**config.mk**
```make
export PLATFORM = sky130hd
export DESIGN_NAME = etc_tx_ctrl
export DESIGN_NICKNAME = d
export VERILOG_FILES = /design/src/hdl/etc_pkg.sv /design/src/hdl/etc_tx_ctrl.sv /design/src/hdl/etc_len_check.sv /design/src/hdl/etc_link_mon.sv
export SDC_FILE = /design/constraint.sdc
export NUM_CORES = 1
export LEC_CHECK = 0
export ABC_AREA = 1
export BUFFER_PORTS_ARGS = -buffer_cell sky130_fd_sc_hd__buf_2
export CAP_MARGIN = 0
export CORE_ASPECT_RATIO = 0.5
export CORE_UTILIZATION = 50
export CTS_BUF_LIST = sky130_fd_sc_hd__clkbuf_2 sky130_fd_sc_hd__clkbuf_4 sky130_fd_sc_hd__clkbuf_8
export DETAILED_ROUTE_END_ITERATION = 16
export MAX_ROUTING_LAYER = met4
export PLACE_DENSITY = 0.7
export SYNTH_ARGS = -nofsm -noshare
export SYNTH_HDL_FRONTEND = slang
export SYNTH_SLANG_ARGS = --single-unit
```
**constraint.sdc**
```tcl
create_clock -name clk_sys -period 5.9 [get_ports clk_sys]
set_input_delay 0.885 -clock clk_sys [delete_from_list [all_inputs] [get_ports clk_sys]]
set_output_delay 0.885 -clock clk_sys [all_outputs]
set_load 0.01 [all_outputs]
```
**src/hdl/etc_pkg.sv**
```systemverilog
// Notes on behaviour
// - a frame sent without failure sets the success flag in the tx event reg
// - success flag rising with success irq enable set raises the interrupt
// - on a request, if the length fits in free buffer space, set ready-now
// - no room and ready irq enable set: wait for room, then set ready event
// - no room and ready irq enable clear: set ready-now once room appears
// - commit space only after a good request and a read of a ready flag
// - committed space takes no later frame data while it stays committed
// - a line failure sets excess collision, jabber or late collision flag
// - force bit discards the committed frame and all queued frames
// - data arriving too slowly abandons the frame and sets the underrun flag
// - sent length comes from the written length, adjusted by pad and crc bits
// - lengths 3 to 60 pad to 60 unless padding is disabled, even without crc
// - lengths 60 to 1514 are sent, with crc unless crc is inhibited
// - 1514 to 1518 sent only with crc inhibited; above 1518 never sent
// - lengths under 3 bytes are never sent
// - link good after 4 valid link pulses in a row; an invalid one restarts
// - auto media switch mode sends no link pulses on the twisted pair
// - internal test loops encoder into decoder, line driver and receiver off; only line_drv_en drops here, there is no receiver control
// - in loopback, carrier sense is ignored for collision detection
// - a bad length discards the command and sets the bid error flag
// - start field picks preamble after 5, 381, 1021 bytes or whole frame
package etc_pkg;
  localparam logic [15:0] ETC_OFS_TX_CMD = 16'h0144;
  localparam logic [15:0] ETC_OFS_TX_LENGTH = 16'h0146;
  localparam logic [15:0] ETC_OFS_BUS_ST = 16'h0138;
  localparam logic [15:0] ETC_OFS_TX_EVENT = 16'h0128;
  localparam logic [15:0] ETC_OFS_BUF_EVENT = 16'h012C;
  localparam logic [15:0] ETC_OFS_TX_CFG = 16'h0106;
  localparam logic [15:0] ETC_OFS_BUF_CFG = 16'h010A;
  localparam logic [15:0] ETC_OFS_TEST_CTL = 16'h0118;
  // bit positions
  localparam int ETC_B_START_LO = 6;
  localparam int ETC_B_START_HI = 7;
  localparam int ETC_B_FORCE = 8;
  localparam int ETC_B_CRC_INH = 12;
  localparam int ETC_B_PAD_DIS = 13;
  localparam int ETC_B_BID_ERR = 7;
  localparam int ETC_B_READY = 8;
  localparam int ETC_B_UNDERRUN = 9;
  localparam int ETC_B_TX_OK = 8;
  localparam int ETC_B_JABBER = 10;
  localparam int ETC_B_LATE = 13;
  localparam int ETC_B_EXCOLL = 15;
  localparam int ETC_B_LOOP_ENDEC = 9;
  localparam int ETC_B_AUI_LOOP = 10;
  localparam int ETC_B_FDX = 14;
  localparam int ETC_B_AUTO_SW = 8;
  // length bounds in bytes, and the link good pulse count
  localparam logic [15:0] ETC_LEN_MIN = 16'h0003;
  localparam logic [15:0] ETC_LEN_PAD = 16'h003C;
  localparam logic [15:0] ETC_LEN_MAX_CRC = 16'h05EA;
  localparam logic [15:0] ETC_LEN_MAX_RAW = 16'h05EE;
  localparam logic [15:0] ETC_START_5 = 16'h0005;
  localparam logic [15:0] ETC_START_381 = 16'h017D;
  localparam logic [15:0] ETC_START_1021 = 16'h03FD;
  localparam logic [2:0] ETC_LINK_GOOD_CNT = 3'h4;
  localparam logic [15:0] ETC_BUF_BYTES = 16'h0C00;
  // register port bundle
  typedef struct packed {
    logic wr;
    logic rd;
    logic [15:0] addr;
    logic [15:0] wdata;
  } etc_reg_req_s;
  // line side outcome of a frame
  typedef struct packed {
    logic done;
    logic ok;
    logic excoll;
    logic jabber;
    logic late;
  } etc_line_res_s;
endpackage

```
**src/hdl/etc_tx_ctrl.sv**
```systemverilog
`timescale 1ns/1ps
`default_nettype none
module etc_tx_ctrl #(
  parameter logic [15:0] BUF_BYTES = etc_pkg::ETC_BUF_BYTES
) (
  input wire logic clk_sys,
  input wire logic rst_b,
  input wire etc_pkg::etc_reg_req_s reg_req,
  output logic [15:0] reg_rdata,
  input wire logic [15:0] buf_free,
  input wire logic data_wr,
  input wire logic data_late,
  input wire etc_pkg::etc_line_res_s line_res,
  input wire logic pulse_valid,
  input wire logic pulse_bad,
  input wire logic crs_in,
  input wire logic col_in,
  output logic tx_irq,
  output logic tx_go,
  output logic [15:0] tx_wire_len,
  output logic tx_add_crc,
  output logic tx_flush,
  output logic data_accept,
  output logic link_good,
  output logic link_pulse_en,
  output logic enc_to_dec,
  output logic line_drv_en,
  output logic col_seen
);
  import etc_pkg::*;
  // one state at a time: idle, bid waiting for room, filling, sending
  typedef enum logic [3:0] {
    ST_IDLE = 4'b0001,
    ST_WAIT = 4'b0010,
    ST_FILL = 4'b0100,
    ST_SEND = 4'b1000
  } etc_state_e;
  // every register of the block but link_q and the link monitor state inside u_link lives in
  // this one struct, so the whole next state is built in one process and cannot drift apart
  typedef struct packed {
    etc_state_e fsm;
    logic [15:0] cmd;
    logic [15:0] len;
    logic [15:0] wire_len;
    logic add_crc;
    logic [15:0] loaded;
    logic bid_ok;
    logic committed;
    logic ready_now;
    logic bid_err;
    logic ready_evt;
    logic underrun;
    logic tx_ok;
    logic excoll;
    logic jabber;
    logic late;
    logic ok_irq_en;
    logic rdy_irq_en;
    logic auto_sw;
    logic [15:0] test_ctl;
    logic [15:0] rdata;
    logic irq;
    logic go;
    logic flush;
    logic lp_en;
    logic e2d;
    logic drv_en;
    logic col;
  } etc_tx_s;
  etc_tx_s st, next_st;
  logic send_ok;
  logic [15:0] calc_len;
  logic calc_crc;
  logic lm_good;

  // the request addresses the given register offset this cycle
  function automatic logic hit(input etc_reg_req_s r, input logic [15:0] a);
    hit = r.addr == a;
  endfunction

  // preamble threshold picked by the two start bits; a frame shorter than
  // the threshold goes once it is whole, or it would never leave
  function automatic logic [15:0] start_at(input logic [15:0] c,
                                           input logic [15:0] l);
    case ({c[ETC_B_START_HI], c[ETC_B_START_LO]})
      2'b00: start_at = ETC_START_5;
      2'b10: start_at = ETC_START_381;
      2'b01: start_at = ETC_START_1021;
      default: start_at = l;
    endcase
    if (start_at > l) begin
      start_at = l;
    end
  endfunction

  ////////////////////////////////////////////////////////////////////////////
  // the length word is judged straight off the bus, so the verdict is
  // ready in the very cycle of the write and needs no extra state
  etc_len_check u_len (
    .req_len(reg_req.wdata),
    .pad_disable(st.cmd[ETC_B_PAD_DIS]),
    .crc_inhibit(st.cmd[ETC_B_CRC_INH]),
    .send_ok(send_ok),
    .wire_len(calc_len),
    .add_crc(calc_crc)
  );

  // link pulse integrity runs on its own, it shares no state with bids
  etc_link_mon u_link (
    .clk_sys(clk_sys),
    .rst_b(rst_b),
    .pulse_valid(pulse_valid),
    .pulse_bad(pulse_bad),
    .link_good(lm_good)
  );

  ////////////////////////////////////////////////////////////////////////////
  // main next-state logic
  always_comb begin
    logic wr;
    logic rd;
    logic room;
    wr = reg_req.wr;
    rd = reg_req.rd;
    room = 1'b0;
    next_st = st;
    next_st.go = 1'b0;
    next_st.flush = 1'b0;
    room = buf_free >= st.wire_len;

    // configuration registers
    if (wr && hit(reg_req, ETC_OFS_TX_CFG)) begin
      next_st.ok_irq_en = reg_req.wdata[ETC_B_TX_OK];
    end
    if (wr && hit(reg_req, ETC_OFS_BUF_CFG)) begin
      next_st.rdy_irq_en = reg_req.wdata[ETC_B_READY];
    end
    if (wr && hit(reg_req, ETC_OFS_TEST_CTL)) begin
      next_st.test_ctl = reg_req.wdata;
      next_st.auto_sw = reg_req.wdata[ETC_B_AUTO_SW];
    end

    // reads: event registers clear on read, a same-cycle set wins below
    if (rd && hit(reg_req, ETC_OFS_TX_EVENT)) begin
      next_st.tx_ok = 1'b0;
      next_st.excoll = 1'b0;
      next_st.jabber = 1'b0;
      next_st.late = 1'b0;
    end
    if (rd && hit(reg_req, ETC_OFS_BUF_EVENT)) begin
      next_st.ready_evt = 1'b0;
      next_st.underrun = 1'b0;
      if (st.ready_evt && st.bid_ok && st.fsm == ST_WAIT) begin
        next_st.committed = 1'b1;
        next_st.fsm = ST_FILL;
      end
    end
    if (rd && hit(reg_req, ETC_OFS_BUS_ST)) begin
      if (st.ready_now && st.bid_ok && st.fsm == ST_WAIT) begin
        next_st.committed = 1'b1;
        next_st.fsm = ST_FILL;
      end
    end

    // command write starts a fresh bid; the force bit aborts everything
    if (wr && hit(reg_req, ETC_OFS_TX_CMD)) begin
      next_st.cmd = reg_req.wdata;
      next_st.bid_ok = 1'b0;
      next_st.ready_now = 1'b0;
      if (reg_req.wdata[ETC_B_FORCE]) begin
        next_st.committed = 1'b0;
        next_st.flush = 1'b1;
        next_st.fsm = ST_IDLE;
        next_st.loaded = '0;
      end else if (st.fsm == ST_WAIT) begin
        // a fresh command drops a bid that never got its space, otherwise
        // the next length write would be refused for good
        next_st.fsm = ST_IDLE;
      end
    end

    // length write checks the bid; the force bit blocks it, as the host
    // is expected to pair an abort with a zero length
    if (wr && hit(reg_req, ETC_OFS_TX_LENGTH) && !st.cmd[ETC_B_FORCE] &&
        st.fsm == ST_IDLE) begin
      if (send_ok) begin
        next_st.len = reg_req.wdata;
        next_st.wire_len = calc_len;
        next_st.add_crc = calc_crc;
        next_st.bid_ok = 1'b1;
        next_st.bid_err = 1'b0;
        next_st.loaded = '0;
        next_st.fsm = ST_WAIT;
        if (buf_free >= calc_len) begin
          next_st.ready_now = 1'b1;
        end
      end else begin
        next_st.bid_err = 1'b1;
        next_st.bid_ok = 1'b0;
      end
    end

    // waiting for room; each flag is raised once and then left for the
    // host to read, so free space that comes and goes cannot raise it twice
    if (st.fsm == ST_WAIT && !st.ready_now && !st.ready_evt && room) begin
      if (st.rdy_irq_en) begin
        next_st.ready_evt = 1'b1;
      end else begin
        next_st.ready_now = 1'b1;
      end
    end

    // frame data into committed space only; bytes offered before the commit
    // are dropped, they would land in space another frame may still own
    if (st.fsm == ST_FILL && data_wr && st.committed) begin
      next_st.loaded = st.loaded + 16'h0001;
      if (st.loaded + 16'h0001 >= start_at(st.cmd, st.len)) begin
        next_st.go = 1'b1;
        next_st.fsm = ST_SEND;
      end
    end
    if (st.fsm == ST_SEND && data_wr && st.loaded < st.len) begin
      next_st.loaded = st.loaded + 16'h0001;
    end

    // slow data abandons the frame; a half sent frame cannot be saved, so
    // the space is released at once
    if ((st.fsm == ST_SEND || st.fsm == ST_FILL) && data_late &&
        st.committed) begin
      next_st.underrun = 1'b1;
      next_st.flush = 1'b1;
      next_st.committed = 1'b0;
      next_st.fsm = ST_IDLE;
    end

    // line outcome; the space is freed whatever the result
    // and no retry is made here, the line side owns retries
    if (st.fsm == ST_SEND && line_res.done) begin
      next_st.committed = 1'b0;
      next_st.fsm = ST_IDLE;
      next_st.ready_now = 1'b0;
      if (line_res.ok) begin
        next_st.tx_ok = 1'b1;
      end
      if (line_res.excoll) begin
        next_st.excoll = 1'b1;
      end
      if (line_res.jabber) begin
        next_st.jabber = 1'b1;
      end
      if (line_res.late) begin
        next_st.late = 1'b1;
      end
    end

    // interrupt follows the rising success flag
    // and the ready event stays on the line until the host reads it
    next_st.irq = (next_st.tx_ok && !st.tx_ok && st.ok_irq_en) ||
      (next_st.ready_evt && st.rdy_irq_en);

    // test and media controls; auto switch keeps link pulses off even
    // though that can keep an autonegotiating hub from falling back
    next_st.lp_en = !next_st.auto_sw;
    next_st.e2d = next_st.test_ctl[ETC_B_LOOP_ENDEC];
    next_st.drv_en = !next_st.test_ctl[ETC_B_LOOP_ENDEC];
    // loopback ignores carrier sense, only a true collision counts
    if (next_st.test_ctl[ETC_B_LOOP_ENDEC] ||
        next_st.test_ctl[ETC_B_AUI_LOOP] ||
        next_st.test_ctl[ETC_B_FDX]) begin
      next_st.col = col_in;
    end else begin
      next_st.col = col_in || (crs_in && st.fsm == ST_SEND);
    end

    // read data, registered like every output
    // unknown offsets read as zero so a stray read is harmless
    next_st.rdata = '0;
    if (rd) begin
      case (reg_req.addr)
        ETC_OFS_TX_CMD: next_st.rdata = st.cmd;
        ETC_OFS_BUS_ST: begin
          next_st.rdata[ETC_B_BID_ERR] = st.bid_err;
          next_st.rdata[ETC_B_READY] = st.ready_now;
        end
        ETC_OFS_TX_EVENT: begin
          next_st.rdata[ETC_B_TX_OK] = st.tx_ok;
          next_st.rdata[ETC_B_JABBER] = st.jabber;
          next_st.rdata[ETC_B_LATE] = st.late;
          next_st.rdata[ETC_B_EXCOLL] = st.excoll;
        end
        ETC_OFS_BUF_EVENT: begin
          next_st.rdata[ETC_B_READY] = st.ready_evt;
          next_st.rdata[ETC_B_UNDERRUN] = st.underrun;
        end
        ETC_OFS_TX_CFG: next_st.rdata[ETC_B_TX_OK] = st.ok_irq_en;
        ETC_OFS_BUF_CFG: next_st.rdata[ETC_B_READY] = st.rdy_irq_en;
        ETC_OFS_TEST_CTL: next_st.rdata = st.test_ctl;
        default: next_st.rdata = '0;
      endcase
    end
  end

  ////////////////////////////////////////////////////////////////////////////
  // reset leaves the link pulses and the line driver on, the states a
  // port needs to come up on its own without any register write
  always_ff @(posedge clk_sys or negedge rst_b) begin
    if (!rst_b) begin
      st <= '0;
      st.fsm <= ST_IDLE;
      st.lp_en <= 1'b1;
      st.drv_en <= 1'b1;
    end else begin
      st <= next_st;
    end
  end

  // link status is registered once more so the output is a flop
  logic link_q;
  always_ff @(posedge clk_sys or negedge rst_b) begin
    if (!rst_b) begin
      link_q <= 1'b0;
    end else begin
      link_q <= lm_good;
    end
  end

  ////////////////////////////////////////////////////////////////////////////
  // every output is read straight off a flop, link_good off link_q and the rest off the state
  assign reg_rdata = st.rdata;
  assign tx_irq = st.irq;
  assign tx_go = st.go;
  assign tx_wire_len = st.wire_len;
  assign tx_add_crc = st.add_crc;
  assign tx_flush = st.flush;
  assign data_accept = st.committed;
  assign link_good = link_q;
  assign link_pulse_en = st.lp_en;
  assign enc_to_dec = st.e2d;
  assign line_drv_en = st.drv_en;
  assign col_seen = st.col;
endmodule // etc_tx_ctrl
`default_nettype wire

```
**src/hdl/etc_len_check.sv**
```systemverilog
`timescale 1ns/1ps
`default_nettype none
module etc_len_check (
  input wire logic [15:0] req_len,
  input wire logic pad_disable,
  input wire logic crc_inhibit,
  output logic send_ok,
  output logic [15:0] wire_len,
  output logic add_crc
);
  import etc_pkg::*;
  ////////////////////////////////////////////////////////////////////////////
  // length decision; the bands meet at 60 and 1514, both sides send there
  always_comb begin
    send_ok = 1'b0;
    wire_len = req_len;
    add_crc = !crc_inhibit;
    if (req_len < ETC_LEN_MIN) begin
      send_ok = 1'b0;
    end else if (req_len < ETC_LEN_PAD) begin
      send_ok = 1'b1;
      if (!pad_disable) begin
        wire_len = ETC_LEN_PAD;
      end
    end else if (req_len <= ETC_LEN_MAX_CRC) begin
      send_ok = 1'b1;
    end else if (req_len <= ETC_LEN_MAX_RAW) begin
      send_ok = crc_inhibit;
    end
  end
endmodule // etc_len_check
`default_nettype wire

```
**src/hdl/etc_link_mon.sv**
```systemverilog
`timescale 1ns/1ps
`default_nettype none
module etc_link_mon (
  input wire logic clk_sys,
  input wire logic rst_b,
  input wire logic pulse_valid,
  input wire logic pulse_bad,
  output logic link_good
);
  import etc_pkg::*;
  typedef struct packed {
    logic [2:0] cnt;
    logic good;
  } etc_lm_s;
  etc_lm_s st, next_st;
  ////////////////////////////////////////////////////////////////////////////
  // count valid pulses in a row; a bad one drops the link and restarts
  always_comb begin
    next_st = st;
    if (pulse_bad) begin
      next_st.cnt = 3'h0;
      next_st.good = 1'b0;
    end else if (pulse_valid && !st.good) begin
      next_st.cnt = st.cnt + 3'h1;
      if (st.cnt + 3'h1 == ETC_LINK_GOOD_CNT) begin
        next_st.good = 1'b1;
      end
    end
  end
  always_ff @(posedge clk_sys or negedge rst_b) begin
    if (!rst_b) begin
      st <= '0;
    end else begin
      st <= next_st;
    end
  end
  assign link_good = st.good;
endmodule // etc_link_mon
`default_nettype wire

```
# Word level (Yosys, flattened, before mapping)
# Index checks and enable logic that the tools add are counted.
word_totals:
  register_bits: 126
  out_inout_bits: 42
  input_bits: 63
  mem_count: 0
  mem_bits_ro: 0
  mem_bits_rw: 0
  latchBits: 0
op_classes:
  multipliers: 0
  addsub: 2
  eq_ne: 15
  n_mux: 74
  n_div: 0
  n_bitwise: 0
  n_reduce_logical: 49
  shifts: 0
  order_cmp: 9
op_table:
  columns: ["op", "count"]
  rows:
  - ["$mux 16", 11]
  - ["$eq 16x9->1 const B", 8]
  - ["$mux 4", 16]
  - ["$ge 16x16->1", 3]
  - ["$pmux 16 s3", 1]
  - ["$mux 17", 2]
  - ["$le 16x11->1 const B", 2]
  - ["$mux 1", 30]
  - ["$logic_and 1x1->1", 29]
  - ["$mux 20", 1]
  - ["$mux 19", 1]
  - ["$add 16x1->16 const B", 1]
  - ["$gt 16x16->1", 1]
  - ["$lt 16x16->1", 1]
  - ["$lt 16x2->1 const B", 1]
  - ["$lt 16x6->1 const B", 1]
  - ["$pmux 1 s3", 5]
  - ["$pmux 7 s2", 1]
  - ["$logic_not 1->1", 8]
  - ["$reduce_bool 2->1", 4]
  - ["$pmux 1 s7", 1]
  - ["$mux 2", 3]
  - ["$logic_or 1x1->1", 5]
  - ["$eq 4x1->1 const B", 1]
  - ["11 further kinds", 12]

# Longest topological paths before layout
# Gate-level depths: netlist (run 1).
logic_depth:
  word_depth: 15
  ltp_mapped: 29
  ltp_nobuf: 26

# Hierarchy
# A second synthesis (run 1) with hierarchy kept.
unflattened:
  cells_unflattened: 1158
  area_unflattened_um2: 8439.3
by_module_without_submodules:
  columns: ["mod", "cells_per_inst", "area_each_um2", "instances"]
  rows:
  - ["etc_tx_ctrl", 1051, 7865.0, 1]
  - ["etc_len_check", 81, 357.8, 1]
  - ["etc_link_mon", 26, 216.5, 1]

# Least setup slack after synthesis (run 1)
# OpenSTA, ideal clock, no wires.
synth_path:
  path_kind: "flip-flop to flip-flop"
  start: "reg st[107] (netlist bit)"
  end: "reg st[120] (netlist bit)"
  slack_ns: 2.593
  arrival_ns: 3.223
  stages_incl_launch_ff: 28
  period_less_slack_ns: 3.307
  setup_ns: 0.084
  n_path_buf: 3
  path_cell_list: "dfrtp_1 > ha_1 > buf_4 > inv_1 > buf_2 > nand2_1 > o21ai_0 > inv_1 > ha_1 > nand2_1 > inv_1 > nand3_1 > o211ai_1 > nand2_1 > nand2_1 > nand2_1 > buf_2 > nand2_1 > o21ai_0 > ha_1 > nand2_1 > o21ai_0 > nand2_1 > nand2_1 > nand2_1 > nand3_1 > nand2_1 > a21boi_0"
synth_rtl:
  columns: ["item", "line_no", "source"]
  rows:
  - ["start, declared", "etc_tx_ctrl.sv:70", "etc_tx_s st, next_st;"]
  - ["start signal, assigned", "etc_tx_ctrl.sv:313", "st <= next_st;"]

==> results list, run 1 <==
- Counting distinct cell types in the post-synthesis netlist gives 44.
- Area share of the largest cell type after synthesis: 37.20%
* Endpoint required time on the critical path: 6260 ps
- Top layer reached by signal wires: met4
* Wire length reported by the detailed router: 19.75 mm
* Synthesized netlist net count: 1206
- In the final layout, the share of cells above drive strength 1 is 16.40%.
* Primary flip-flop cell chosen by synthesis mapping: dfrtp_1
- After routing the design area is 8974 sq um.
- Measured along the x axis, the die boundary spans 183.2 microns.
* Count of cells along the worst hold path: 0
* Clk root buf: clkbuf_8
- The worst setup path is launched from a flop.
- Highest achievable clock rate: 254.9 MHz
- Along the worst path, the maximum fanout reaches 16.
* Placed cell count: 1335
- Syn_area_per_cell: 7.685 sq um
- Clock-pin slew reported for the worst setup and hold paths after clock tree synthesis: 80 ps
- Synthesis inferred 125 register bits.
- The startpoint identified for the worst register-to-register timing path is st[107]$_DFFE_PN0P_.
- Wire per inst: 14.44 microns
- In this run the worst hold path is classified as reg -> reg.
* Number of antenna diodes: 0
* PortBufs: 104
- For this run, the post-layout net count is 1271.
- Post-Synth Adder-Cell Area: 11.43%
* Post-CTS Hold Buffers: 0
- Synthesis produced 1068 cells.
- Combinational family with the most area after synthesis: simple AND/OR/NAND/NOR gates
- After detailed routing, the number of remaining DRC violations is 0.
* Non-filler cells in the finished layout: 1367
* Ports placed on the boundary: 105
- Post-Synth XOR/XNOR Area: 1.387%
- After detailed routing, the wire length on met1 is 9.983 mm.
- Portion of netlist area occupied by mux cells: 0%
- Summing the areas of all compound-gate instances in the mapped netlist gives 12.45% of the synthesized area.
- The worst hold path terminates at link_good$_DFF_PN0_.
- Routed length on met3: 915 microns
- Syn. warnings: 0
* Switching power of the nets: 0.4983 mW
* Portion of the clock cycle consumed by the worst path in the final layout: 66.50%
- Buffer levels on the longest clock path: 2
- Total of endpoints with negative setup slack in the final report: 0
- The internal power of the cells totals 1.212 mW.
- In this run the core area contains 32 standard-cell rows.
- TritonCTS built the clock tree.
* Simple-gate portion of the synthesized area: 24.21%
- Iteration count of the initial detailed-routing pass: 5
- Headroom to the max-slew limit came out at 30.69%.
- Dpl cell area: 8594 sq um
* GRT Total Usage: 25.77%
- Commonest cells in the synthesized netlist: nand2_1, inv_1, dfrtp_1, nor2_1, ha_1
* Detail-routed via count per cell: 5.199
* RSZ-0062 raised after global routing: false
- Count of instances resized after the clock tree is built: 0
- Buffers inserted during post-CTS setup optimization: 0
- The routed layout has 7107 vias.
- Netlist Area Pre-Place: 8208 sq um
* Core region area: 15740 sq um
* Depth of the most critical reg-to-reg path: 24
* Violation count after the first detailed-route iteration: 557
* Total die area: 16960 sq um
- Total number of clock tree sinks: 125
- The worst setup path is captured at a flop.
- Largest cells by area after synthesis: dfrtp_1, nand2_1, ha_1
- Gp weighted congestion: 0.9593
- Share of flip-flops with an asynchronous set or reset after synthesis: 100.0%
- Final period demand of the worst path: 3923 ps
* Leakage power figure: 4.852 nW
* Slack of the worst reg-to-reg path: 1980 ps
- In this run, synthesis inferred 0 flip-flops with an integrated enable.
- Worst clock skew: 12.47 ps
- In this run the most critical hold path is launched from u_link.link_good$_DFFE_PN0P_.
* WP data arrival: 4280 ps
- Antenna violations before repair: 0
- Critical path type: reg -> reg
- The worst-case IR drop observed on VDD is 0.1464 mV.
* Worst reg2reg path endpoint: st[120]$_DFF_PN0_
* Clock network latency to the later pin of the worst-skew pair: 450 ps
- Number of violations of the max-capacitance limit: 0
- In this run, the combinational gates consume 7.2% of the power.
- Maximum number of pins on one net before global-route repair: 68
- The total overflow left after global routing is 0.
- Of the total power, the share spent switching nets is 29.14%.
* TritonCTS buffer count: 17
* Biggest area consumer among synthesized cells: dfrtp_1
- Routed met2 length: 8.661 mm
- Portion of the post-synthesis area used by sequential elements: 38.16%
- Status: finished clean
- Setup TNS Final: 0 ps
- The number of pins with negative max-slew slack in the final report is 0.
- For this design the ratio of total power to cell area is 190.6 nW/um^2.
- In the post-synthesis netlist, the cell with the most instances is nand2_1.
* First-pass GRT wire length: 32.95 mm
- Count of H-tree levels built during CTS: 4
* Clock network fraction of design power: 42.5%
- Starting utilization of the core area: 52.16%
* Post-synthesis to final-layout area growth: 9.329%
- Registers are responsible for 50.3% of the overall power.
- Transition time at the pin with the least slew margin: 1036 ps
- The number of global-route vias before repair is 6721.
- The floorplan step set the die height to 92.60 microns.
- Number of antenna-violating nets in the routed design: 0
- Half-perimeter wire length after detailed placement: 15.18 mm
- The count of final hold-check violations came to 0.
worst max-delay path by stage:
stage                         from                 to  slack [ps]  cells after the start
2_1_floorplan  st[107]$_DFFE_PN0P_  st[120]$_DFF_PN0_        2590                     27
3_3_place_gp   st[107]$_DFFE_PN0P_  st[119]$_DFF_PN0_        2120                     25
3_5_place_dp   st[107]$_DFFE_PN0P_  st[120]$_DFF_PN0_        2050                     24
4_1_cts        st[107]$_DFFE_PN0P_  st[120]$_DFF_PN0_        2010                     24
5_1_grt        st[107]$_DFFE_PN0P_  st[120]$_DFF_PN0_        1400                     24
6_report       st[107]$_DFFE_PN0P_  st[120]$_DFF_PN0_        1980                     24
sequential cells by signal, summed over array words and instances (netlist names):
| signal | count |
|---|---|
| tx_wire_len | 16 |
| tx_flush | 1 |
| line_drv_en | 1 |
| link_pulse_en | 1 |
| col_seen | 1 |
| u_link.st | 3 |
| tx_go | 1 |
| link_good | 1 |
| tx_add_crc | 1 |
| tx_irq | 1 |
| u_link.link_good | 1 |
| st | 80 |
| data_accept | 1 |
| reg_rdata | 16 |
power by group through the flow:
stage               clock [mW]  sequential (mW)  combinational [mW]
finish                   0.726            0.860               0.124
global route             0.780            0.860               0.143
CTS                      0.741            0.860               0.125
detailed placement           0            0.877               0.124
global placement             0            0.877               0.121
floorplan                    0            0.877              0.0590
routing by layer:
layer  vias to the layer above  global-route usage, %
met5                         -                      -
met4                         0                  5.764
met3                        19                  5.387
met2                       155                  38.43
met1                      3391                  36.08
li1                       3542                      -
critical path, stage by stage, from the launching register on:
cell      delay, ps
dfrtp_1         420
ha_1            340
inv_1           280
nand2_1         170
o21ai_0         140
inv_1            70
ha_1            270
nand2_1          40
inv_1            60
nand3_1          90
o211ai_1        180
nand2_1          70
nand2_1          60
nand2_1         250
nand2_1         140
o21ai_0         100
ha_1            320
nand2_1          80
o21ai_0         230
nand2_1          80
nand2_1          60
nand2_1          40
nand3_1          80
nand2_1         100
a21boi_0        180
cell families after synthesis:
| group | Yosys count |
|---|---|
| DFF | 125 |
| adders and majority gates | 75 |
| buffers and inverters | 214 |
| xor gates and xnor gates | 13 |
| AOI/OAI and AO/OA | 177 |
| and+or+nand+nor | 464 |
final cells by class:
cell class              count  area, sq um
fillers                  1491         6761
multi-input cells         729         4064
flip-flops and latches    125         3132
inverters                 153        576.8
repair buffers            107        545.5
well taps                 221        276.5
clock buffers              17        234.0
clock inverters            15        145.1
per-stage QoR:
stage	setup WS [ps]	util (%)	total power [mW]	hold WS, ps
after global placement	2124	54.62	0.9973	360.0
after detailed placement	2052	54.62	1.001	372.8
after global routing	1401	57.03	1.783	407.8
after CTS	2011	57.03	1.726	393.8
final	1977	57.03	1.710	389.6
after floorplan	2593	-	0.9361	353.7
cell usage in the layout (no fill, tap or decap), types with 3 or more instances in the layout:
cell type / count
nand2_2: 5
inv_6: 4
o21a_1: 3
inv_1: 146
clkbuf_8: 17
xnor2_1: 3
nor2_1: 86
inv_8: 5
o21ai_2: 19
dfstp_2: 3
nor4_1: 5
dfrtp_1: 122
ha_1: 75
buf_2: 103
inv_2: 6
nor3_1: 16
buf_4: 4
nand4_1: 17
a21oi_1: 52
o21ai_1: 17
nor2_2: 3
nand2_1: 265
a22o_1: 4
o21ai_0: 67
xor2_1: 10
nand3_1: 57
a21oi_2: 3
Note: power is estimated with default switching activity, not from simulation.
==> run 2: changes to the inputs <==
--- a/config.mk
+++ b/config.mk
@@ -5,7 +5,7 @@
 export SDC_FILE = /design/constraint.sdc
 export NUM_CORES = 1
 export LEC_CHECK = 0
-export ABC_AREA = 1
+export ABC_AREA = 0
 export BUFFER_PORTS_ARGS = -buffer_cell sky130_fd_sc_hd__buf_2
 export CAP_MARGIN = 0
 export CORE_ASPECT_RATIO = 0.5
@@ -13,7 +13,7 @@
 export CTS_BUF_LIST = sky130_fd_sc_hd__clkbuf_2 sky130_fd_sc_hd__clkbuf_4 sky130_fd_sc_hd__clkbuf_8
 export DETAILED_ROUTE_END_ITERATION = 16
 export MAX_ROUTING_LAYER = met4
-export PLACE_DENSITY = 0.7
+export PLACE_DENSITY = 0.74
 export SYNTH_ARGS = -nofsm -noshare
 export SYNTH_HDL_FRONTEND = slang
 export SYNTH_SLANG_ARGS = --single-unit
==> constraint.sdc (replaced) <==
create_clock -name clk_sys -period 3.43 [get_ports clk_sys]
set_input_delay 0.5145 -clock clk_sys [delete_from_list [all_inputs] [get_ports clk_sys]]
set_output_delay 0.5145 -clock clk_sys [all_outputs]
set_load 0.01 [all_outputs]
==> run 2 against run 1 <==
Net effect: the run now ends with setup timing left; synthesized cell count is 26% lower; total power is 73% higher; clock skew is 0.77 ps higher; synthesized area is 7.9% lower; first-iteration DRC count is 12% lower; cell count is 19% lower; cell area is 2.2% lower; via count is 12% lower; hold slack worse by 260 ps; maximum frequency is 4.9% higher; worst setup slack worse by 2300 ps; critical path type unchanged; critical endpoint unchanged.
==> results list, run 2 <==
- After synthesis, the netlist uses 69 different library cells.
- Highest achievable clock rate: 267.3 MHz
* Beginning of the worst register-to-register path: st[108]$_DFFE_PN0P_
* Syn. warnings: 0
* Depth of the most critical reg-to-reg path: 19
* Max-slew headroom at the worst pin: 46.41%
- In the global route stage, overall resource usage came out at 26.92%.
- Per report_power, the clock group accounts for 43.5% of the total.
- Of the total power, the share spent switching nets is 25.38%.
- Max incr delay on CP: 390 ps
- Timing analysis after detailed placement gives a worst setup slack of -289.6 ps.
- Clk root buf: clkbuf_8
- Switching power of the nets: 0.7525 mW
- The final reports fail on setup timing.
- Syn_area_per_cell: 9.581 sq um
- After filler insertion, the fill cell instance count of the layout stands at 1221.
- Post-Synth XOR/XNOR Area: 0.9268%
- Finished layout cell area: 8776 sq um
* Area share of the largest cell type after synthesis: 40.38%
- The synthesized netlist occupies a cell area of 7560 sq um.
* Post-Synth Adder-Cell Area: 12.41%
- IR analysis of the VDD net gives a maximum drop of 0.3652 mV.
- Largest cells by area after synthesis: dfrtp_1, ha_1, nand2_1
- Number of violations of the max-capacitance limit: 0
- Entering global routing, the biggest net connects 62 pins.
- Number of antenna-violating nets in the routed design: 0
- Synthesized netlist net count: 927
- Kind of cell adding the most delay to the critical path: compound AO/OA/AOI/OAI gates
- Yosys instantiated no cell more often than dfrtp_1.
* Buffer levels on the longest clock path: 2
- Core region area: 14620 sq um
- Setup WS post-layout: -311.2 ps
- Registers are responsible for 49.9% of the overall power.
- In this run, CTS created clock tree buffers numbering 17.
- The sequential cells in the finished layout cover a total of 3132 sq um.
- X dimension of the die: 175.9 microns
- Flip-flop count of the largest register after layout: 80
- Wire length reported by the detailed router: 19.43 mm
* Clock-pin slew reported for the worst setup and hold paths after clock tree synthesis: 80 ps
- 105 I/O pins were placed.
- The worst setup path is of the reg -> reg kind.
- Using the TritonRoute via totals, the vias-per-cell ratio works out to 5.656.
- Pins over their slew limit: 0
- Slack of the worst reg-to-reg path: -310 ps
* Leftover overflow at the end of global routing: 0
- The synthesized netlist devotes 15.67% of its cell area to compound gates.
* Post-CTS Hold Buffers: 0
- Combinational family with the most area after synthesis: simple AND/OR/NAND/NOR gates
- Dpl cell area: 8294 sq um
- For this design the ratio of total power to cell area is 337.9 nW/um^2.
- Input and output buffers added on the ports amount to 104.
- In the synthesized netlist, mux cells make up 5.313% of the area.
- Total number of vias: 6261
* Multi-input gate area in the final layout: 3960 sq um
* Iteration count of the initial detailed-routing pass: 5
- RSZ-0062 raised after global routing: true
* Share of post-route cells with drive strength above 1: 25.52%
* Worst clock skew: 13.24 ps
- Transition time at the pin with the least slew margin: 803.9 ps
- Post-synthesis to final-layout area growth: 16.09%
- Cells traversed along the worst timing path: inv_2 -> ha_4 -> nor2b_4 -> a21oi_2 -> ha_1 -> a21o_1 -> a21oi_2 -> nor2b_1 -> o21ai_2 -> a21oi_4 -> buf_4 -> mux2i_1 -> ha_1 -> a21o_1 -> a21o_1 -> a21oi_2 -> nor2_1 -> o41a_1 -> o2bb2ai_1
- Sorting the synthesized cells by how often they occur yields dfrtp_1, nand2_1, ha_1, inv_1, nor2_1.
- In this run, synthesis produced a sequential element count of 125.
- After detailed routing, the average wire length per cell comes to 17.55 microns.
* Number of buffers and inverters on the critical path: 2
- TritonCTS built the clock tree.
- The first routing iteration left 491 violations.
* Biggest area consumer among synthesized cells: dfrtp_1
- Nets: 1034
* Tightest hold margin: 131.1 ps
- Status: finished, violations left
* Post-route DRC: 0
- # rows: 31
- Setup violations remaining at the end of the flow were counted as 4.
- STA puts the critical path data required time at 3770 ps.
* Gate Count Post-Synth: 789
* Simple-gate portion of the synthesized area: 17.03%
- Final period demand of the worst path: 3741 ps
- The worst register-to-register path ends at st[120]$_DFF_PN0_.
- Total number of clock tree sinks: 125
- WP data arrival: 4080 ps
- Total die area: 15650 sq um
- From bottom edge to top edge, the die measures 88.95 microns.
- Antenna violations before repair: 0
* Most common library cell in the layout ignoring fill and taps: dfrtp_1
- Primary flip-flop cell chosen by synthesis mapping: dfrtp_1
- Portion of the clock cycle consumed by the worst path in the final layout: 109.1%
- Counting flops with an async set or reset pin after synthesis yields a share of 100.0%.
- Combinational logic is responsible for 6.6% of the overall power.
* Clock network latency to the later pin of the worst-skew pair: 460 ps
- Detailed placement ended at an HPWL of 14.78 mm.
- The first global-routing pass estimated 30.68 mm of wire.
* Number of antenna diodes: 0
* Type of the worst min-delay path: in -> async
- Capturing element type of the critical path: flop
- Fin util: 60.02%
- Sequential elements use 41.43% of the synthesized area.
* Number of global-route vias before repair: 5972
- The H-tree was split into 4 levels.
* Leakage power figure: 4.502 nW
- Cell type of the slowest stage on the worst timing path: dfrtp_1
* Largest register by flop count: st
- Int Power: 2.213 mW
* Element type at the critical path start: flop
* Starting utilization of the core area: 51.70%
- The congestion estimate from routability-driven global placement came to 0.9329.
* Number of synthesized flops with an enable pin: 0
* Final Hold Fails: 0
- Along the worst path, the maximum fanout reaches 7.
- Leaving out fill and tap cells, the most frequent cells in the layout are dfrtp_1, buf_2, nand2_1.
run 2: how the worst max path moves through the flow:
stage / startpoint / slack, ps / cells after the start / to
after global placement: st[108]$_DFFE_PN0P_ / -170 / 18 / st[120]$_DFF_PN0_
after CTS: st[108]$_DFFE_PN0P_ / -180 / 18 / st[120]$_DFF_PN0_
after detailed placement: st[108]$_DFFE_PN0P_ / -290 / 18 / st[117]$_DFF_PN1_
after global routing: st[108]$_DFFE_PN0P_ / -450 / 19 / st[120]$_DFF_PN0_
after floorplan: st[107]$_DFFE_PN0P_ / -30 / 18 / st[120]$_DFF_PN0_
final: st[108]$_DFFE_PN0P_ / -310 / 19 / st[120]$_DFF_PN0_
run 2: timing repair:
action                     CTS  global route
gates resized for setup      5             7
cloned                       0             0
pin swaps                   10             9
buffers inserted             4             3
setup endpoints to repair    4             4
run 2: kinds of logic after synthesis:
group                    count (synthesis)
buffers and inverters                  110
AND/OR/NAND/NOR                        251
adder cells (fa/ha/maj)                 75
XOR/XNOR                                 8
flip-flops                             125
multiplexers                            37
AO/OA/AOI/OAI                          183
run 2: power groups by stage:
stage	registers, mW	logic [mW]	clock network, mW
after floorplan	1.51	0.0735	0
after global placement	1.51	0.190	0
after detailed placement	1.51	0.197	0
after CTS	1.48	0.198	1.31
after global routing	1.48	0.222	1.38
final	1.48	0.197	1.29
run 2: final cells by class:
type / count / area share, %
Clock inverter: 13 / 1.597
Timing Repair Buffer: 143 / 9.581
Sequential cell: 125 / 35.69
Tap cell: 198 / 2.823
Inverter: 55 / 2.352
Multi-Input combinational cell: 554 / 45.12
Clock buffer: 19 / 2.837
run 2: per-layer routing:
metal	part of all wire [%]	vias up	GRT usage, %	routed length (microns)
li1	-	3019	-	-
met1	48	3042	37.48	9360
met2	45	172	40.60	8787
met3	5.3	28	4.889	1035
met4	1.3	0	7.194	244
met5	0	-	-	0
run 2: metrics by stage:
stage	std cells	power [mW]	setup TNS (ps)
3_5_place_dp	1068	1.704	-940.9
2_1_floorplan	789	1.581	-43.33
4_1_cts	1104	2.985	-543.9
3_3_place_gp	1068	1.698	-493.8
5_1_grt	1107	3.076	-1630
6_report	1107	2.965	-1013
==> run 3: changes to the inputs <==
--- a/config.mk
+++ b/config.mk
@@ -9,11 +9,11 @@
 export BUFFER_PORTS_ARGS = -buffer_cell sky130_fd_sc_hd__buf_2
 export CAP_MARGIN = 0
 export CORE_ASPECT_RATIO = 0.5
-export CORE_UTILIZATION = 50
+export CORE_UTILIZATION = 65
 export CTS_BUF_LIST = sky130_fd_sc_hd__clkbuf_2 sky130_fd_sc_hd__clkbuf_4 sky130_fd_sc_hd__clkbuf_8
 export DETAILED_ROUTE_END_ITERATION = 16
 export MAX_ROUTING_LAYER = met4
-export PLACE_DENSITY = 0.74
+export PLACE_DENSITY = 0.89
 export SYNTH_ARGS = -nofsm -noshare
 export SYNTH_HDL_FRONTEND = slang
 export SYNTH_SLANG_ARGS = --single-unit
==> constraint.sdc (replaced) <==
create_clock -name clk_sys -period 4.8 [get_ports clk_sys]
set_input_delay 0.72 -clock clk_sys [delete_from_list [all_inputs] [get_ports clk_sys]]
set_output_delay 0.72 -clock clk_sys [all_outputs]
set_load 0.01 [all_outputs]
==> run 3 against run 2 <==
Net effect: critical path depth is 2 lower; critical path type unchanged; the run now ends clean; clock power decreased by 26%; largest power group unchanged; critical endpoint is now st[119]$_DFF_PN0_; sequential cell count did not move.
==> results list, run 3 (synthesis gave the netlist of run 2 again) <==
- Once the clock tree was built, the setup fixing pass inserted 0 buffers.
- Clock-pin slew reported for the worst setup and hold paths after clock tree synthesis: 80 ps
- Max incr delay on CP: 440 ps
- After global routing the overflow that remains totals 0.
- Once the floorplan was initialized, standard cells occupied 67.81% of the core.
- Count of H-tree levels built during CTS: 4
- Final Hold Fails: 0
- Endpoint required time on the critical path: 5160 ps
- Largest fanout on the critical path: 15
- Setup TNS Final: 0 ps
* GRT Total Usage: 36.51%
* Post-synthesis to final-layout area growth: 11.06%
* Share of post-route cells with drive strength above 1: 21.18%
- Number of antenna-violating nets in the routed design: 0
- The worst setup path is of the reg -> reg kind.
- For the worst flop-to-flop path, the logic depth is 17.
- Pins over their slew limit: 0
- Antenna violations before repair: 0
- After detailed routing, the average wire length per cell comes to 19.77 microns.
- Total of endpoints with negative setup slack in the final report: 0
- Clock network latency to the later pin of the worst-skew pair: 450 ps
* Total number of vias: 6495
- Before antenna repair, the detailed router went through 5 iterations.
* Maximum number of pins on one net before global-route repair: 48
* Core region area: 11150 sq um
- Largest register by flop count: st
- The first global-routing pass estimated 32.37 mm of wire.
- The routed design could run at a clock period as short as 4518 ps.
- Across the VDD grid, the largest voltage drop is 0.1790 mV.
- Traced cell by cell, the critical path runs through ha_1 -> nor2b_1 -> a21oi_1 -> ha_1 -> a21o_1 -> a21oi_1 -> nor2b_1 -> o21ai_0 -> a21oi_4 -> o21bai_1 -> ha_1 -> nand2b_1 -> a211o_1 -> o211ai_1 -> a211oi_1 -> o41a_1 -> nor3_1.
- For the worst setup path, the data arrival time is 4880 ps.
- Clk root buf: clkbuf_8
* Buffer levels on the longest clock path: 2
* Half-perimeter wire length after detailed placement: 14.47 mm
- The worst setup path is launched from a flop.
- Leakage power figure: 4.327 nW
- The register with the most flip-flops in the layout has 80 of them.
- Nets: 1003
* Post-placement setup slack: 178.1 ps
- In this run the critical register-to-register path is launched from st[107]$_DFFE_PN0P_.
- Total die area: 12090 sq um
- Dividing total power by cell area gives a power density of 256.8 nW/um^2.
- Input and output buffers added on the ports amount to 104.
* Setup WS post-layout: 281.7 ps
- Status: finished clean
- Total number of clock tree sinks: 125
* Number of violations of the max-capacitance limit: 0
- Fill cell count: 763
- For the final database, setup skew stands at 16.55 ps.
- Post-CTS Hold Buffers: 0
* Placed cell count: 991
- After detailed routing, the number of vias per cell comes to 6.349.
- Measured along the y axis, the die boundary spans 78.26 microns.
* Gp weighted congestion: 0.9274
- Wire length reported by the detailed router: 20.22 mm
- Static timing analysis puts the maximum clock frequency at 221.3 MHz.
- The tightest min-delay check is of the in -> async type.
* Commonest cells after routing, fill and taps aside: dfrtp_1, buf_2, nand2_1
- For the pin with the worst max-slew slack, the measured transition is 912.0 ps.
- Most frequent cell on the critical path: ha_1
- Number of global-route vias before repair: 6453
* # rows: 27
* CTS tree: done
- Number of antenna diodes: 0
* Max-slew headroom at the worst pin: 39.13%
- Portion of the clock cycle consumed by the worst path in the final layout: 94.13%
* Timing startpoint of the critical path: st[107]$_DFFE_PN0P_
* Count of instances resized after the clock tree is built: 0
- Violation count after the first detailed-route iteration: 657
- Non-filler cells in the finished layout: 1023
* Post-route DRC: 0
- STA classifies the critical path endpoint as a flop.
* RSZ-0062 raised after global routing: false
* TritonCTS buffer count: 17
- The slowest stage of the critical path is the dfrtp_1 cell.
* X dimension of the die: 154.5 microns
- The library cell used most frequently in the layout, excluding fill and tap cells, is dfrtp_1.
- For this design the top-level I/O count stands at 105.
-- run 3: cell types whose count changed in the layout (fill, tap and decap cells not counted), moves of 4 or more --
| cell | before | now |
|---|---|---|
| a21oi_1 | 27 | 33 |
| a21oi_2 | 6 | 0 |
| buf_4 | 38 | 9 |
| o21ai_0 | 38 | 43 |
| o21ai_1 | 9 | 5 |
-- run 3: stage by stage --
stage                     power [mW]  area (sq um)  hold WS (ps)  util [%]
after CTS                      2.157          8384         264.6     75.21
after global placement         1.209          7985         398.9     71.63
after global routing           2.229          8396         291.4     75.31
after floorplan                1.130          7560         374.9         -
after detailed placement       1.218          7985         401.2     71.63
final                          2.156          8396         255.6     75.31
-- run 3: area by class of cell --
| type | count | area, sq um | share of cell area, % |
|---|---|---|---|
| Multi-Input combinational cell | 554 | 3894 | 46.38 |
| Sequential cell | 125 | 3132 | 37.30 |
| Tap cell | 145 | 181.4 | 2.161 |
| Clock inverter | 14 | 157.7 | 1.878 |
| Clock buffer | 18 | 241.5 | 2.876 |
| Inverter | 55 | 206.4 | 2.459 |
| Timing Repair Buffer | 112 | 583.1 | 6.945 |
-- run 3: power breakdown --
part,switching (mW),leakage (nW),internal (mW)
clock,0.477,0.200,0.478
combinational,0.0946,2.46,0.0504
sequential,0.00183,1.67,1.05
-- run 3: routing by layer --
layer / wire length [microns] / up-vias / GRT usage, % / share of wire [%]
met5: 0 / - / - / 0
li1: - / 2948 / - / -
met4: 690 / 0 / 17.03 / 3.4
met1: 8189 / 3141 / 44.90 / 40
met2: 9501 / 327 / 57.92 / 47
met3: 1839 / 79 / 8.614 / 9.1
-- run 3: final timing paths --
path	end	slack, ps
max	st[119]$_DFF_PN0_	280
min	st[105]$_DFFE_PN0P_	260
max reg2reg	st[119]$_DFF_PN0_	280
min reg2reg	link_good$_DFF_PN0_	410
max in group asynchronous	st[117]$_DFF_PN1_	3570
min in group clk_sys	link_good$_DFF_PN0_	410
-- run 3: critical path, delay by kind of cell (launching register included) --
kind,cells,cell delay [ps]
AND/OR/NAND/NOR,4,820
flip-flops,1,440
AO/OA/AOI/OAI,10,2230
adder cells (fa/ha/maj),3,950
